--- src/core/eaac_cfg.svh ---
`ifndef EAAC_CFG_SVH
`define EAAC_CFG_SVH

// Register offsets on the configuration port
`define EAAC_OFF_WIDTH 16'hFED0
`define EAAC_OFF_STATE 16'hFED1
`define EAAC_OFF_WAIT_HI 16'hFED2
`define EAAC_OFF_WAIT_LO 16'hFED3

// Storage indices
`define EAAC_IDX_WIDTH 0
`define EAAC_IDX_STATE 1
`define EAAC_IDX_WAIT_HI 2
`define EAAC_IDX_WAIT_LO 3
`define EAAC_NUM_REGS 4

// Initial values
`define EAAC_RST_WIDTH 8'hFF
`define EAAC_RST_WIDTH_MODE4 8'h00
`define EAAC_RST_STATE 8'hFF
`define EAAC_RST_WAIT 8'hFF
`define EAAC_MODE_ZERO_WIDTH 3'h4

// Area decode: eight 2-Mbyte areas of a 24-bit space
`define EAAC_AREA_MSB 23
`define EAAC_AREA_LSB 21

// State counts per access
`define EAAC_ST_TWO 3'h2
`define EAAC_ST_THREE 3'h3
`define EAAC_ROM_STATES 3'h1
`define EAAC_IO_STATES 3'h2
`define EAAC_FIXED_8BIT 1'h0

`endif

--- src/core/eaac_pkg.sv ---
package eaac_pkg;
    typedef enum logic [1:0] {EAAC_SP_EXT, EAAC_SP_ROM, EAAC_SP_IO} eaac_space_t;
    typedef enum logic {EAAC_SEQ_IDLE, EAAC_SEQ_RUN} eaac_seq_t;
endpackage : eaac_pkg

--- src/core/eaac_cfg_if.sv ---
`timescale 1ns/1ps
interface eaac_cfg_if;
    logic [7:0] width;
    logic [7:0] state;
    logic [7:0] wait_hi;
    logic [7:0] wait_lo;
    modport regs (output width, output state, output wait_hi, output wait_lo);
    modport sel (input width, input state, input wait_hi, input wait_lo);
endinterface : eaac_cfg_if

--- src/core/eaac_area_sel.sv ---
`timescale 1ns/1ps
`include "eaac_cfg.svh"
module eaac_area_sel import eaac_pkg::*; (
    eaac_cfg_if.sel cfg, // Stored settings
    input wire logic adv_mode, // High in advanced mode
    input wire logic [23:0] addr, // Cycle address
    input wire eaac_space_t space, // Target space of the cycle
    output logic [2:0] area, // Decoded area
    output logic is_8bit, // Byte-wide bus selected
    output logic is_3state, // Three-state access with waits
    output logic [1:0] waits, // Program wait states
    output logic [2:0] states // Total states of the access
);
    logic [15:0] wait_all;
    logic [1:0] wait_fld [0:7];
    logic is_ext;
    logic [2:0] int_states;

    // Upper register holds areas 7..4, lower 3..0, two bits each
    assign wait_all = {cfg.wait_hi, cfg.wait_lo};
    genvar i;
    generate
        for (i = 0; i < 8; i++) begin : g_area
            assign wait_fld[i] = wait_all[2*i+1 -: 2];
        end
    endgenerate

    // Normal mode forces area 0 so areas 7..1 never take effect
    assign area = adv_mode ? addr[`EAAC_AREA_MSB:`EAAC_AREA_LSB] : 3'h0;
    assign is_ext = (space == EAAC_SP_EXT);
    assign is_8bit = is_ext ? cfg.width[area] : `EAAC_FIXED_8BIT;
    assign is_3state = is_ext && cfg.state[area];
    assign waits = is_3state ? wait_fld[area] : 2'h0;
    assign int_states = (space == EAAC_SP_ROM) ? `EAAC_ROM_STATES : `EAAC_IO_STATES;
    assign states = !is_ext ? int_states :
        (is_3state ? `EAAC_ST_THREE + {1'b0, waits} : `EAAC_ST_TWO);
endmodule : eaac_area_sel

--- src/core/eaac_regs.sv ---
`timescale 1ns/1ps
`include "eaac_cfg.svh"
module eaac_regs import eaac_pkg::*; (
    input wire logic clock, // System clock
    input wire logic rst_n, // Power-on reset
    input wire logic hw_stby, // Hardware standby
    input wire logic [2:0] op_mode, // Operating mode pins
    input wire logic [3:0] wr_en, // Per-register write strobe
    input wire logic [7:0] wdata, // Write data
    eaac_cfg_if.regs cfg // Stored settings
);
    logic [7:0] reg_q [0:`EAAC_NUM_REGS-1];
    logic [7:0] rst_val [0:`EAAC_NUM_REGS-1];
    logic init;

    // Only power-on and hardware standby reinitialise; manual reset never reaches here
    assign init = !rst_n || hw_stby;
    assign rst_val[`EAAC_IDX_WIDTH] = (op_mode == `EAAC_MODE_ZERO_WIDTH) ?
        `EAAC_RST_WIDTH_MODE4 : `EAAC_RST_WIDTH;
    assign rst_val[`EAAC_IDX_STATE] = `EAAC_RST_STATE;
    assign rst_val[`EAAC_IDX_WAIT_HI] = `EAAC_RST_WAIT;
    assign rst_val[`EAAC_IDX_WAIT_LO] = `EAAC_RST_WAIT;

    genvar i;
    generate
        for (i = 0; i < `EAAC_NUM_REGS; i++) begin : g_reg
            always_ff @(posedge clock) begin
                if (init) begin
                    reg_q[i] <= rst_val[i];
                end else if (wr_en[i]) begin
                    reg_q[i] <= wdata;
                end
            end
        end
    endgenerate

    assign cfg.width = reg_q[`EAAC_IDX_WIDTH];
    assign cfg.state = reg_q[`EAAC_IDX_STATE];
    assign cfg.wait_hi = reg_q[`EAAC_IDX_WAIT_HI];
    assign cfg.wait_lo = reg_q[`EAAC_IDX_WAIT_LO];
endmodule : eaac_regs

--- src/core/eaac_top.sv ---
// Notes on behaviour
// - Width bit: 0 sixteen-bit, 1 eight-bit
// - Width init FF, mode 4 gives 00
// - Manual reset and software standby keep registers
// - Internal spaces ignore the width bits
// - Normal mode uses area 0 settings only
// - State bit: 0 two-state, 1 three-state
// - State register initialises to all ones
// - Internal spaces ignore the state bits
// - Wait field adds zero to three waits
// - Upper register areas 7-4, lower 3-0
// - No program waits on internal spaces
// - Both wait registers initialise to all ones
// - All four registers are eight-bit read/write
// - Advanced mode: eight areas of 2 Mbytes
//
// Implementation choices: the register offsets and the plain strobed port.
`timescale 1ns/1ps
`include "eaac_cfg.svh"
module eaac_top import eaac_pkg::*; (
    input wire logic clock, // System clock, 125 MHz
    input wire logic rst_n, // Power-on reset, synchronous
    input wire logic hw_stby, // Hardware standby, high active
    input wire logic man_rst_n, // Manual reset
    input wire logic sw_stby, // Software standby, high active
    input wire logic [2:0] op_mode, // Operating mode pins
    input wire logic adv_mode, // High in advanced mode
    input wire logic [15:0] reg_addr, // Register address
    input wire logic [7:0] reg_wdata, // Register write data
    input wire logic reg_wr, // Register write strobe
    input wire logic reg_rd, // Register read strobe
    output logic [7:0] reg_rdata, // Read data, cycle after strobe
    input wire logic cyc_start, // Bus cycle request pulse
    input wire logic [23:0] cyc_addr, // Bus cycle address
    input wire eaac_space_t cyc_space, // Bus cycle target space
    input wire logic wait_req_n, // External wait request
    output logic [2:0] cyc_area, // Area of current cycle
    output logic cyc_8bit, // Byte-wide bus for current cycle
    output logic cyc_3state, // Three-state access of current cycle
    output logic [1:0] cyc_waits, // Program waits of current cycle
    output logic cyc_busy, // Bus cycle in progress
    output logic cyc_done // Cycle finished, one pulse
);
    eaac_cfg_if cfg_bus ();

    logic por;
    logic seq_clr;
    logic [3:0] wr_hit;
    logic [3:0] rd_hit;
    logic [7:0] rd_mux;
    logic [2:0] sel_area;
    logic sel_8bit;
    logic sel_3state;
    logic [1:0] sel_waits;
    logic [2:0] sel_states;

    eaac_seq_t seq_q;
    eaac_seq_t seq_d;
    logic [2:0] cnt_q;
    logic [2:0] cnt_d;
    logic [2:0] area_q;
    logic bit8_q;
    logic st3_q;
    logic [1:0] waits_q;
    logic busy_q;
    logic busy_d;
    logic done_q;
    logic [7:0] rdata_q;
    logic [7:0] rdata_d;

    logic start_ok;
    logic run;
    logic wait_hold;
    logic last;

    // Register port decode
    assign por = !rst_n || hw_stby;
    assign wr_hit[`EAAC_IDX_WIDTH] = reg_wr && (reg_addr == `EAAC_OFF_WIDTH);
    assign wr_hit[`EAAC_IDX_STATE] = reg_wr && (reg_addr == `EAAC_OFF_STATE);
    assign wr_hit[`EAAC_IDX_WAIT_HI] = reg_wr && (reg_addr == `EAAC_OFF_WAIT_HI);
    assign wr_hit[`EAAC_IDX_WAIT_LO] = reg_wr && (reg_addr == `EAAC_OFF_WAIT_LO);
    assign rd_hit[`EAAC_IDX_WIDTH] = (reg_addr == `EAAC_OFF_WIDTH);
    assign rd_hit[`EAAC_IDX_STATE] = (reg_addr == `EAAC_OFF_STATE);
    assign rd_hit[`EAAC_IDX_WAIT_HI] = (reg_addr == `EAAC_OFF_WAIT_HI);
    assign rd_hit[`EAAC_IDX_WAIT_LO] = (reg_addr == `EAAC_OFF_WAIT_LO);

    // Unmapped addresses read as zero
    assign rd_mux = ({8{rd_hit[`EAAC_IDX_WIDTH]}} & cfg_bus.width) |
                    ({8{rd_hit[`EAAC_IDX_STATE]}} & cfg_bus.state) |
                    ({8{rd_hit[`EAAC_IDX_WAIT_HI]}} & cfg_bus.wait_hi) |
                    ({8{rd_hit[`EAAC_IDX_WAIT_LO]}} & cfg_bus.wait_lo);
    assign rdata_d = reg_rd ? rd_mux : 8'h00;

    eaac_regs u_regs (
        .clock(clock),
        .rst_n(rst_n),
        .hw_stby(hw_stby),
        .op_mode(op_mode),
        .wr_en(wr_hit),
        .wdata(reg_wdata),
        .cfg(cfg_bus.regs)
    );

    eaac_area_sel u_sel (
        .cfg(cfg_bus.sel),
        .adv_mode(adv_mode),
        .addr(cyc_addr),
        .space(cyc_space),
        .area(sel_area),
        .is_8bit(sel_8bit),
        .is_3state(sel_3state),
        .waits(sel_waits),
        .states(sel_states)
    );

    // Manual reset and software standby abort the cycle but leave the settings alone
    assign seq_clr = por || !man_rst_n || sw_stby;

    // A request during a running cycle is ignored; the master must wait for done
    assign run = (seq_q == EAAC_SEQ_RUN);
    assign start_ok = cyc_start && !run;
    // The wait pin only stretches the last state of a three-state access
    assign wait_hold = run && st3_q && !wait_req_n && (cnt_q == 3'h1);
    assign last = run && (cnt_q == 3'h1) && !wait_hold;

    assign seq_d = start_ok ? EAAC_SEQ_RUN : (last ? EAAC_SEQ_IDLE : seq_q);
    assign cnt_d = start_ok ? sel_states :
                   ((run && (cnt_q != 3'h1)) ? cnt_q - 3'h1 : cnt_q);
    assign busy_d = (seq_d == EAAC_SEQ_RUN);

    always_ff @(posedge clock) begin
        if (seq_clr) begin
            seq_q <= EAAC_SEQ_IDLE;
            cnt_q <= 3'h0;
            busy_q <= 1'b0;
            done_q <= 1'b0;
        end else begin
            seq_q <= seq_d;
            cnt_q <= cnt_d;
            busy_q <= busy_d;
            done_q <= last;
        end
    end

    // Settings are frozen at the start so a register write mid-cycle cannot tear it
    always_ff @(posedge clock) begin
        if (seq_clr) begin
            area_q <= 3'h0;
            bit8_q <= 1'b0;
            st3_q <= 1'b0;
            waits_q <= 2'h0;
        end else if (start_ok) begin
            area_q <= sel_area;
            bit8_q <= sel_8bit;
            st3_q <= sel_3state;
            waits_q <= sel_waits;
        end
    end

    always_ff @(posedge clock) begin
        if (por) begin
            rdata_q <= 8'h00;
        end else begin
            rdata_q <= rdata_d;
        end
    end

    assign reg_rdata = rdata_q;
    assign cyc_area = area_q;
    assign cyc_8bit = bit8_q;
    assign cyc_3state = st3_q;
    assign cyc_waits = waits_q;
    assign cyc_busy = busy_q;
    assign cyc_done = done_q;
endmodule : eaac_top

--- config.mk ---
export PLATFORM = sky130hd
export DESIGN_NAME = eaac_top
export DESIGN_NICKNAME = d
export VERILOG_FILES = /design/src/core/eaac_pkg.sv /design/src/core/eaac_cfg_if.sv /design/src/core/eaac_area_sel.sv /design/src/core/eaac_regs.sv /design/src/core/eaac_top.sv
export VERILOG_INCLUDE_DIRS = /design/src /design/src/core
export SDC_FILE = /design/constraint.sdc
export NUM_CORES = 1
export LEC_CHECK = 0
export BUFFER_PORTS_ARGS = -buffer_cell sky130_fd_sc_hd__buf_2
export CORE_ASPECT_RATIO = 0.8
export CORE_UTILIZATION = 50
export DETAILED_ROUTE_END_ITERATION = 10
export PLACE_DENSITY = 0.78
export SLEW_MARGIN = 20
export SYNTH_ARGS = -nofsm -noshare
export SYNTH_HDL_FRONTEND = slang
export SYNTH_HIERARCHICAL = 1
export SYNTH_SLANG_ARGS = --single-unit
export TNS_END_PERCENT = 100
--- constraint.sdc ---
create_clock -name clock -period 5.31 [get_ports clock]
set_input_delay 0.531 -clock clock [delete_from_list [all_inputs] [get_ports clock]]
set_output_delay 0.531 -clock clock [all_outputs]
set_load 0.005 [all_outputs]
After elaboration in Yosys (flattened, before gate mapping)

Memory sizes are Yosys's and may differ from the RTL's.
Index checks and enable logic that the tools add are counted.

Register bits: 20
Memory bits (writable): 32
Output and inout bits: 17
Logic and storage cells: 94
Memories: 1

Memories:

| memory       | words | width | rd ports | clocked after memory_dff | write ports | line            | source |
|---|---|---|---|---|---|---|---|
| u_regs.reg_q | 4     | 8     | 4        | 0                        | 4           | eaac_regs.sv:12 | `` logic [7:0] reg_q [0:`EAAC_NUM_REGS-1]; `` |

$add $sub $neg: 2
Order comparisons: 2
Eq/ne operators: 8
Multiplexer cells: 36
Bitwise operators: 13
Reduce and logical (&&, ||, !) cells: 24

Operator list:

| cell                   | count |
|---|---|
| $eq A16 B16 Y1 const B | 4 |
| $mux W8                | 5 |
| $and A8 B8 Y8          | 4 |
| $or A8 B8 Y8           | 3 |
| $mux W1                | 19 |
| $mux W3                | 5 |
| $logic_and A1 B1 Y1    | 12 |
| $mux W2                | 4 |
| $bmux W1 S3            | 2 |
| $bmux W2 S3            | 1 |
| $logic_not A1 Y1       | 5 |
| $ge A4 B4 Y1 const B   | 1 |
| $lt A3 B4 Y1 const B   | 1 |
| $not A3 Y4             | 1 |
| $or A1 B1 Y1           | 4 |
| $reduce_bool A2 Y1     | 2 |
| $add A2 B2 Y3 const A  | 1 |
| $eq A3 B1 Y1 const B   | 1 |
| $eq A3 B3 Y1 const B   | 1 |
| $logic_or A1 B1 Y1     | 3 |
| $ne A3 B1 Y1 const B   | 1 |
| $sub A3 B1 Y3 const B  | 1 |
| $eq A2 B1 Y1 const B   | 1 |
| $logic_not A2 Y1       | 1 |
| 2 further kinds        | 2 |

Logic depth before layout (Yosys ltp)

Gate-level depths: netlist of run 1.

Depth in word-level cells: 10
Depth in mapped cells: 11
Depth with buffers taken out: 10

Hierarchy

The synthesis of run 1 kept the hierarchy.

By module, submodules not included:

| module        | instances | cells an instance | area an instance (sq um) | seq. area each (sq um) |
|---|---|---|---|---|
| eaac_regs     | 1         | 86                | 1291.2                   | 960.9 |
| eaac_top      | 1         | 96                | 1036.0                   | 400.4 |
| eaac_area_sel | 1         | 61                | 462.9                    | 0.0 |

Worst setup path after synthesis of run 1

Ideal clock, no wire load.

Kind: input to register
From: in reg_addr[3]
To: mem u_regs.reg_q[1][0] (enable)
Setup time: 0.334 ns
Data arrival time: 2.430 ns
Slack: 2.546 ns
Cell stages on the path: 6
Cells stage by stage: or4b_1 or4_4 buf_6 nor4_1 clkbuf_1 nand2b_1

RTL lines:

| element            | line            | source |
|---|---|---|
| start: declaration | eaac_top.sv:28  | `input wire logic [15:0] reg_addr,` |
| end: declaration   | eaac_regs.sv:12 |  |

==> results of run 1 <==
## synth_stat cells, drive strengths merged
library cell  instances  area (µm²)
a211oi                6        45.0
a21o                  1        7.51
a21oi                 8        43.8
a311oi                1        8.76
a31oi                 2        12.5
a32o                  1        11.3
a32oi                 1        16.3
and3b                 1        10.0
buf                  12         115
clkbuf                4        15.0
dfxtp                20         400
edfxtp               32         961
ha                    3        37.5
inv                  22        82.6
mux2                  1        11.3
mux2i                17         170
mux4                 11         248
nand2                 8        40.0
nand2b                7        43.8
nand3                24         120
nand3b                3        22.5
nand4                 2        12.5
nand4b                2        17.5
nor2                 14        55.1
nor2b                 8        50.1
nor3                  4        20.0
nor3b                13         103
nor4                  2        12.5
nor4b                 1        8.76
o211ai                1        7.51
o21bai                1        7.51
o22ai                 4        25.0
or2                   3        18.8
or4                   1        11.3
or4b                  1        10.0
xnor2                 1        8.76
## registers in the layout, indices dropped and copies added, names as in the netlist
signal	flops
cnt_q	3
reg_rdata	8
cyc_waits	2
cyc_busy	1
cyc_3state	1
cyc_area	3
cyc_done	1
u_regs/reg_q	32
cyc_8bit	1
## worst max-delay path, delay by kind of cell
family        cells  cell delay, ps
buf+inv           1             100
simple gates      4            2390
## cell families (layout without fill, tap and decap cells)
| family | count (synthesis) | after routing | synth area share, % |
|---|---|---|---|
| and+or+nand+nor | 94 | 94 | 19.9 |
| DFF | 52 | 52 | 48.8 |
| buffers and inverters | 38 | 91 | 7.62 |
| muxes | 29 | 29 | 15.4 |
| AOI/OAI and AO/OA | 26 | 26 | 6.64 |
| adders and majority gates | 3 | 3 | 1.35 |
| xor gates and xnor gates | 1 | 1 | 0.314 |
## worst max path at each step
| stage | slack [ps] | start | end |
|---|---|---|---|
| floorplan | 2550 | reg_addr[3] | u_regs/reg_q[1][0]$_SDFFCE_PN1P_ |
| global placement | 2050 | reg_addr[3] | u_regs/reg_q[3][0]$_SDFFCE_PN1P_ |
| detailed placement | 1980 | reg_addr[3] | u_regs/reg_q[3][0]$_SDFFCE_PN1P_ |
| CTS | 2330 | reg_addr[3] | u_regs/reg_q[3][3]$_SDFFCE_PN1P_ |
| global route | 2230 | reg_addr[3] | u_regs/reg_q[3][5]$_SDFFCE_PN1P_ |
| finish | 2280 | reg_addr[3] | u_regs/reg_q[3][0]$_SDFFCE_PN1P_ |
## power groups by stage
stage | Combinational, mW | Clock, mW | Sequential, mW
floorplan | 0.0684 | 0 | 0.457
global placement | 0.0928 | 0 | 0.462
detailed placement | 0.0951 | 0 | 0.463
CTS | 0.0960 | 0.236 | 0.453
global route | 0.105 | 0.251 | 0.455
finish | 0.0966 | 0.231 | 0.454
## metal layers
| layer | wire length, µm | vias up | track usage (%) |
|---|---|---|---|
| li1 | - | 998 | - |
| met1 | 2760 | 963 | 28.8 |
| met2 | 2890 | 126 | 37.9 |
| met3 | 568 | 17 | 5.95 |
| met4 | 87 | 0 | 6.88 |
| met5 | 0 | - | 0 |
## layout make-up
cell class	count	area, µm²
inverter	22	82.6
timing repair buffer	61	313
clock inverter	3	21.3
clock buffer	5	68.8
tap	62	77.6
fill	437	2040
multi-input combinational	153	1220
sequential	52	1360
## per-stage QoR
step / setup WS, ps / power [mW] / hold WS, ps
final: 2280 / 0.782 / 503
after global routing: 2230 / 0.811 / 540
after CTS: 2330 / 0.785 / 511
after detailed placement: 1980 / 0.558 / 485
after global placement: 2050 / 0.555 / 470
after floorplan: 2550 / 0.525 / 485
==> summary.md, run 1 <==
| Metric | Value |
|---|---|
| Core area | 5180 µm² |
| Yosys cell types | 46 |
| Tot GR Track Use | 22.4% |
| Initial Util | 53.9% |
| Mean Syn Cell Area | 11.5 µm² |
| Crit Path Max Fanout | 12 |
| Sw frac | 25.6% |
| Antenna violations before repair | 0 |
| VDD IR max | 152 µV |
| Drt wl/cell | 17.6 µm |
| Worst Path Arrival | 3020 ps |
| Via/cell ratio | 5.88 |
| Port Buffers | 58 |
| First-pass GRT wire length | 9470 µm |
| Slowest stage cell, crit path | nor3_1 |
| Slew HR | 32.4% |
| Final setup viols | 0 |
| PwrDens | 249 nW/µm² |
| Die height | 68.8 µm |
| Register area share after synthesis | 48.8% |
| Vias in the first global route | 1929 |
| Hold Buf Count CTS | 0 |
| DP Area | 3050 µm² |
| Cell total after placement | 350 |
| Root Buffer | clkbuf_8 |
| Synth Cell Area | 2790 µm² |
| Crit. End Element | flop |
| Non-Filler Instances | 358 |
| Hold wc startpoint | cyc_area[1]$_SDFFE_PP0P_ |
| Worst R2R End | cnt_q[1]$_SDFFE_PP0P_ |
| Max Cap Violations | 0 |
| Period utilisation layout | 57.1% |
| Clk pwr share | 29.6% |
| Number of H-tree levels | 2 |
| Worst Hold End | cyc_area[1]$_SDFFE_PP0P_ |
| WS Path Type | in -> reg |
| Die ar. | 5890 µm² |
| Vias | 2104 |
| Synth warnings | 6 |
| Clock Skew | 9.17 ps |
| Area Overhead vs Synth | 12.6% |
| Worst hold path type | reg -> reg |
| Diodes inserted | 0 |
| Flop and latch count out of synthesis | 52 |
| Chip Width | 85.5 µm |
| DRC | 0 |
| TNS Setup | 0 ps |
| Comb pwr share | 12.4% |
| Final worst path period need | 3030 ps |
| Clk_lat worst skew | 320 ps |
| RSZ-0062 raised after global routing | false |
| Critical Path RT | 5300 ps |
| Clock Sinks | 52 |
| Core Util, Final | 60.6% |
| Final antenna-violating net count | 0 |
| Crit Reg-Reg Startpoint | u_regs/reg_q[2][2]$_SDFFCE_PN1P_ |
| Fraction of layout cells with a size suffix above 1 | 30.7% |
| Routed WL | 6310 µm |
| DR pass1 iterations | 5 |
| Global route overflow | 0 |
| CTS tree | yes |
| Boundary pin count | 80 |
| Tightest Pin Transition | 1010 ps |
| Worst reg2reg path depth | 9 |
| Switch Pwr | 0.200 mW |
| Cells after Synth | 243 |
| Most frequent cells in the layout | buf_2 (58), edfxtp_1 (32), nand3_1 (24) |
| WHS Path Cells | 2 |
| Status | completed |
| Sequential share of power | 58.0% |
| Max Transition Viols Final | 0 |
| Nets | 361 |
| Leading cell type in the layout, fill and taps excluded | buf_2 |
| Clock buffer depth | 2 |
| Crit-path max cell delay | 840 ps |
| Num CTS Buffers | 5 |
| Final instance area | 3140 µm² |
| Crit-path cells | buf_2 -> or4b_1 -> or4_4 -> nor3_1 -> nand2b_1 |
| Max Freq | 330 MHz |
| Routability-driven placement congestion ratio | 0.917 |
| DP HPWL | 4680 µm |
| Clk slew on worst S/H paths | 100 ps |
| Pleak | 1.27 nW |
| Internal power | 0.582 mW |
| Initial DRC Count | 186 |
| Site row count | 23 |
| R2r setup slk | 3000 ps |
| Post-CTS Setup Inserts | 0 |
| Resized cells post-CTS | 0 |
| Startpoint Class | input pin |
| Final Hold Fails | 0 |
| Synth Net Count | 309 |
| Largest net degree at the start of global routing | 29 |
Power figures use the tool's default switching activity.
==> inputs of run 2 (changes only) <==
Clock period 5.31 ns to 2.9 ns, I/O delays scaled along.
==> summary.md, run 2 (same netlist as run 1, synthesis figures left out) <==
| Metric | Value |
|---|---|
| Chip Width | 85.5 µm |
| Number of H-tree levels | 2 |
| Core area | 5180 µm² |
| WS Path Type | in -> reg |
| Initial Util | 53.9% |
| Die ar. | 5890 µm² |
| Hold Slack | 295 ps |
| Fraction of layout cells with a size suffix above 1 | 31.4% |
| Worst Path Arrival | 2280 ps |
| Leading cell type in the layout, fill and taps excluded | buf_2 |
| Slew HR | 40.2% |
| Nets | 364 |
| Drt wl/cell | 17.1 µm |
| Crit-path max cell delay | 560 ps |
| Largest register by flop count | u_regs/reg_q |
| Area Overhead vs Synth | 13.4% |
| Post-CTS Setup Inserts | 0 |
| Antenna violations before repair | 0 |
| Internal power | 1.06 mW |
| Resized cells post-CTS | 0 |
| Max reg flops | 32 |
| Routed WL | 6190 µm |
| Tightest Pin Transition | 895 ps |
| Period utilisation layout | 79.6% |
| DRC | 0 |
| Vias in the first global route | 1890 |
| WHS Path Cells | 3 |
| Boundary pin count | 80 |
| Fill cells | 436 |
| Tot GR Track Use | 21.9% |
| Hold Buf Count CTS | 0 |
| DR pass1 iterations | 5 |
| Crit-path cells | buf_2 -> or4b_1 -> or4_4 -> buf_4 -> nor4_1 -> nand2b_1 |
| Site row count | 23 |
| Final Hold Fails | 0 |
| Worst hold path type | in -> reg |
| Sw frac | 25.1% |
| Clock buffer depth | 2 |
| Max Freq | 433 MHz |
| DP HPWL | 4610 µm |
| Final setup viols | 0 |
| First-pass GRT wire length | 9360 µm |
| Most frequent cells in the layout | buf_2 (58), edfxtp_1 (32), nand3_1 (24) |
| Clk_lat worst skew | 310 ps |
| Clock Skew | 6.53 ps |
| Final antenna-violating net count | 0 |
| Clock Sinks | 52 |
| Comb pwr share | 12.3% |
| Critical Path RT | 2870 ps |
| PwrDens | 450 nW/µm² |
| Largest net degree at the start of global routing | 29 |
| Die height | 68.8 µm |
| Switch Pwr | 0.357 mW |
| Reg area | 1360 µm² |
| TNS Setup | 0 ps |
| RSZ-0062 raised after global routing | false |
| Clk slew on worst S/H paths | 100 ps |
| Initial DRC Count | 233 |
| Max Transition Viols Final | 0 |
| Core Util, Final | 61.1% |
| Diodes inserted | 0 |
| Port Buffers | 58 |
| Startpoint Class | input pin |
| Status | completed |
| Cell total after placement | 353 |
| Slowest stage cell, crit path | or4_4 |
| Via/cell ratio | 5.89 |
| Routability-driven placement congestion ratio | 0.949 |
| Num CTS Buffers | 5 |
| VDD IR max | 283 µV |
| Sequential share of power | 58.5% |
| Global route overflow | 0 |
| Max Cap Violations | 0 |
| Vias | 2127 |
| Non-Filler Instances | 361 |
| Clk pwr share | 29.3% |
| Final worst path period need | 2310 ps |
| Crit. End Element | flop |
| Root Buffer | clkbuf_8 |
| Multi-input gate area | 1220 µm² |
| Crit Path Max Fanout | 9 |
| Pleak | 1.29 nW |
| CTS tree | yes |
| Worst reg2reg path depth | 9 |
run 2: cell types whose count changed in the layout (fill, tap and decap cells not counted), sizes merged:
| cell | change |
|---|---|
| buf | +3 |
run 2: power groups by stage:
stage	registers (mW)	logic, mW	clock network, mW
global placement	0.846	0.169	0
global route	0.834	0.190	0.450
floorplan	0.836	0.125	0
detailed placement	0.848	0.172	0
finish	0.832	0.174	0.416
CTS	0.831	0.173	0.426
run 2: critical path: cells and delay by family:
family                 cells  cell delay, ps
and+or+nand+nor            4            1710
buffers and inverters      2             280
run 2: cell type report:
type	instances	share of cell area, %
Clock inverter	3	0.672
Tap cell	62	2.45
Multi-Input combinational cell	153	38.4
Sequential cell	52	43.0
Timing Repair Buffer	64	10.6
Clock buffer	5	2.18
Inverter	22	2.61
run 2: routing by layer:
| layer | routed length [µm] | GRT usage [%] | up-vias |
|---|---|---|---|
| li1 | - | - | 1001 |
| met1 | 2710 | 30.3 | 997 |
| met2 | 2780 | 35.3 | 123 |
| met3 | 635 | 4.52 | 6 |
| met4 | 70 | 6.46 | 0 |
| met5 | 0 | 0 | - |
run 2: path summary, 6_finish.rpt:
check,slack [ps],start,to
setup / recovery,590,reg_addr[3],u_regs/reg_q[1][6]$_SDFFCE_PN1P_
hold / removal,290,reg_wdata[1],u_regs/reg_q[2][1]$_SDFFCE_PN1P_
setup reg to reg,600,u_regs/reg_q[2][2]$_SDFFCE_PN1P_,cnt_q[1]$_SDFFE_PP0P_
hold reg to reg,490,cyc_area[0]$_SDFFE_PP0P_,cyc_area[0]$_SDFFE_PP0P_
run 2: per-stage QoR:
step           total power [mW]  cell area, µm²  setup WS [ps]
6_report                   1.42            3160            592
5_1_grt                    1.47            3160            415
4_1_cts                    1.43            3160            599
3_5_place_dp               1.02            3070            284
3_3_place_gp               1.02            3070            310
2_1_floorplan             0.961            2790            377
==> inputs of run 3 (changes only) <==
Clock period 2.9 ns to 2.2 ns, I/O delays scaled along.
==> summary.md, run 3 (same netlist as run 1, synthesis figures left out) <==
| Metric | Value |
|---|---|
| Final setup viols | 0 |
| Hold Buf Count CTS | 0 |
| DR pass1 iterations | 5 |
| Critical Path RT | 2400 ps |
| Via/cell ratio | 5.79 |
| WS Path Type | reg -> reg |
| Number of H-tree levels | 2 |
| Status | completed |
| Clock Skew | 3.42 ps |
| Startpoint Class | flop |
| Chip Width | 85.5 µm |
| Routed WL | 6130 µm |
| Core Util, Final | 63.7% |
| Clock Sinks | 52 |
| DP HPWL | 4660 µm |
| Fraction of layout cells with a size suffix above 1 | 35.2% |
| Sequential share of power | 58.7% |
| Pleak | 1.35 nW |
| Worst hold path type | in -> reg |
| Max Freq | 467 MHz |
| Initial Util | 53.9% |
| Period utilisation layout | 97.3% |
| Vias | 2153 |
| Clk slew on worst S/H paths | 90 ps |
| Worst R2R End | cnt_q[1]$_SDFFE_PP0P_ |
| DRC | 0 |
| Crit Path Max Fanout | 2 |
| Fill cells | 416 |
| Clock buffer depth | 2 |
| Boundary pin count | 80 |
| Tot GR Track Use | 21.8% |
| Final antenna-violating net count | 0 |
| Switch Pwr | 0.450 mW |
| CTS tree | yes |
| Site row count | 23 |
| Slew HR | 65.2% |
| Initial DRC Count | 147 |
| Root Buffer | clkbuf_8 |
| Max reg flops | 32 |
| Clk_lat worst skew | 300 ps |
| Port Buffers | 58 |
| Antenna violations before repair | 0 |
| Vias in the first global route | 1896 |
| Largest net degree at the start of global routing | 29 |
| Clk pwr share | 27.7% |
| Crit. End Element | flop |
| Global route overflow | 0 |
| Most frequent cells in the layout | buf_2 (58), edfxtp_1 (32), nand3_1 (24) |
| DP Area | 3200 µm² |
| Largest register by flop count | u_regs/reg_q |
| Comb pwr share | 13.6% |
| Final worst path period need | 2140 ps |
| Die ar. | 5890 µm² |
| Routability-driven placement congestion ratio | 0.861 |
| PwrDens | 566 nW/µm² |
| Final Hold Fails | 0 |
| Max Cap Violations | 0 |
| WHS Path Cells | 3 |
| R2r setup slk | 60 ps |
| Diodes inserted | 0 |
| Nets | 375 |
| Worst Hold End | u_regs/reg_q[2][0]$_SDFFCE_PN1P_ |
| Tightest Pin Transition | 520 ps |
| Worst reg2reg path depth | 9 |
| RSZ-0062 raised after global routing | true |
| Leading cell type in the layout, fill and taps excluded | buf_2 |
| Die height | 68.8 µm |
| Internal power | 1.42 mW |
| Num CTS Buffers | 5 |
| Crit Reg-Reg Startpoint | u_regs/reg_q[2][2]$_SDFFCE_PN1P_ |
| Worst Path Arrival | 2340 ps |
| Max Transition Viols Final | 0 |
| First-pass GRT wire length | 9380 µm |
| Final instance area | 3300 µm² |
| Area Overhead vs Synth | 18.2% |
| Hold wc startpoint | reg_wdata[0] |
| Sw frac | 24.1% |
| VDD IR max | 394 µV |
| Core area | 5180 µm² |
| Drt wl/cell | 16.5 µm |
==> run 3: critical path, cell delays in order, from the launching register on <==
cell      delay (ps)
edfxtp_1         420
nand2b_4         150
mux4_2           470
a32oi_2          170
or2_1            130
ha_1             220
a21oi_1          110
or2_1            110
mux2i_1           60
a311oi_1         200
==> run 3: how the worst max path moves through the flow <==
stage | from | endpoint | slack (ps) | cells after the start
final | u_regs/reg_q[2][2]$_SDFFCE_PN1P_ | cnt_q[1]$_SDFFE_PP0P_ | 60 | 9
after global routing | u_regs/reg_q[2][2]$_SDFFCE_PN1P_ | cnt_q[1]$_SDFFE_PP0P_ | -70 | 9
after CTS | u_regs/reg_q[2][2]$_SDFFCE_PN1P_ | cnt_q[1]$_SDFFE_PP0P_ | 4 | 9
after detailed placement | reg_addr[3] | u_regs/reg_q[2][2]$_SDFFCE_PN1P_ | -120 | 6
after global placement | reg_addr[3] | u_regs/reg_q[1][0]$_SDFFCE_PN1P_ | -60 | 6
after floorplan | reg_addr[3] | u_regs/reg_q[1][0]$_SDFFCE_PN1P_ | -20 | 6
==> run 3: repair_timing <==
action	CTS	global route
resized for setup	0	1
endpoints found under the setup margin	0	1
buffers inserted	0	1
==> run 3: final cells by class <==
cell class / instances / area (µm²) / area share, %
inverter: 22 / 82.6 / 2.50
tap: 62 / 77.6 / 2.35
clock buffer: 6 / 72.6 / 2.20
multi-input combinational: 153 / 1250 / 37.9
clock inverter: 2 / 11.3 / 0.341
timing repair buffer: 75 / 443 / 13.4
sequential: 52 / 1360 / 41.3
==> run 3: metrics by stage <==
stage          power (mW)  TNS [ps]  hold WS (ps)  setup WS (ps)  instances
2_1_floorplan        1.27      -163           411          -20.4        243
3_3_place_gp         1.36      -893           470          -55.6        363
3_5_place_dp         1.36     -2340           474           -122        363
4_1_cts              1.87         0           243           3.85        371
5_1_grt              1.93     -65.6           261          -65.6        372
6_report             1.87         0           254           59.7        372
==> run 3: power by group through the flow <==
stage	logic, mW	clock network, mW	registers [mW]
6_report	0.254	0.517	1.09
4_1_cts	0.249	0.530	1.09
3_5_place_dp	0.248	0	1.12
3_3_place_gp	0.243	0	1.11
5_1_grt	0.276	0.560	1.10
2_1_floorplan	0.168	0	1.10
==> run 3: per-layer routing <==
| metal | vias to the layer above | global-route usage (%) | wire length [µm] |
|---|---|---|---|
| met3 | 15 | 3.57 | 543 |
| met1 | 997 | 30.6 | 2780 |
| met2 | 115 | 35.5 | 2690 |
| met5 | - | 0 | 0 |
| met4 | 0 | 6.67 | 110 |
| li1 | 1026 | - | - |
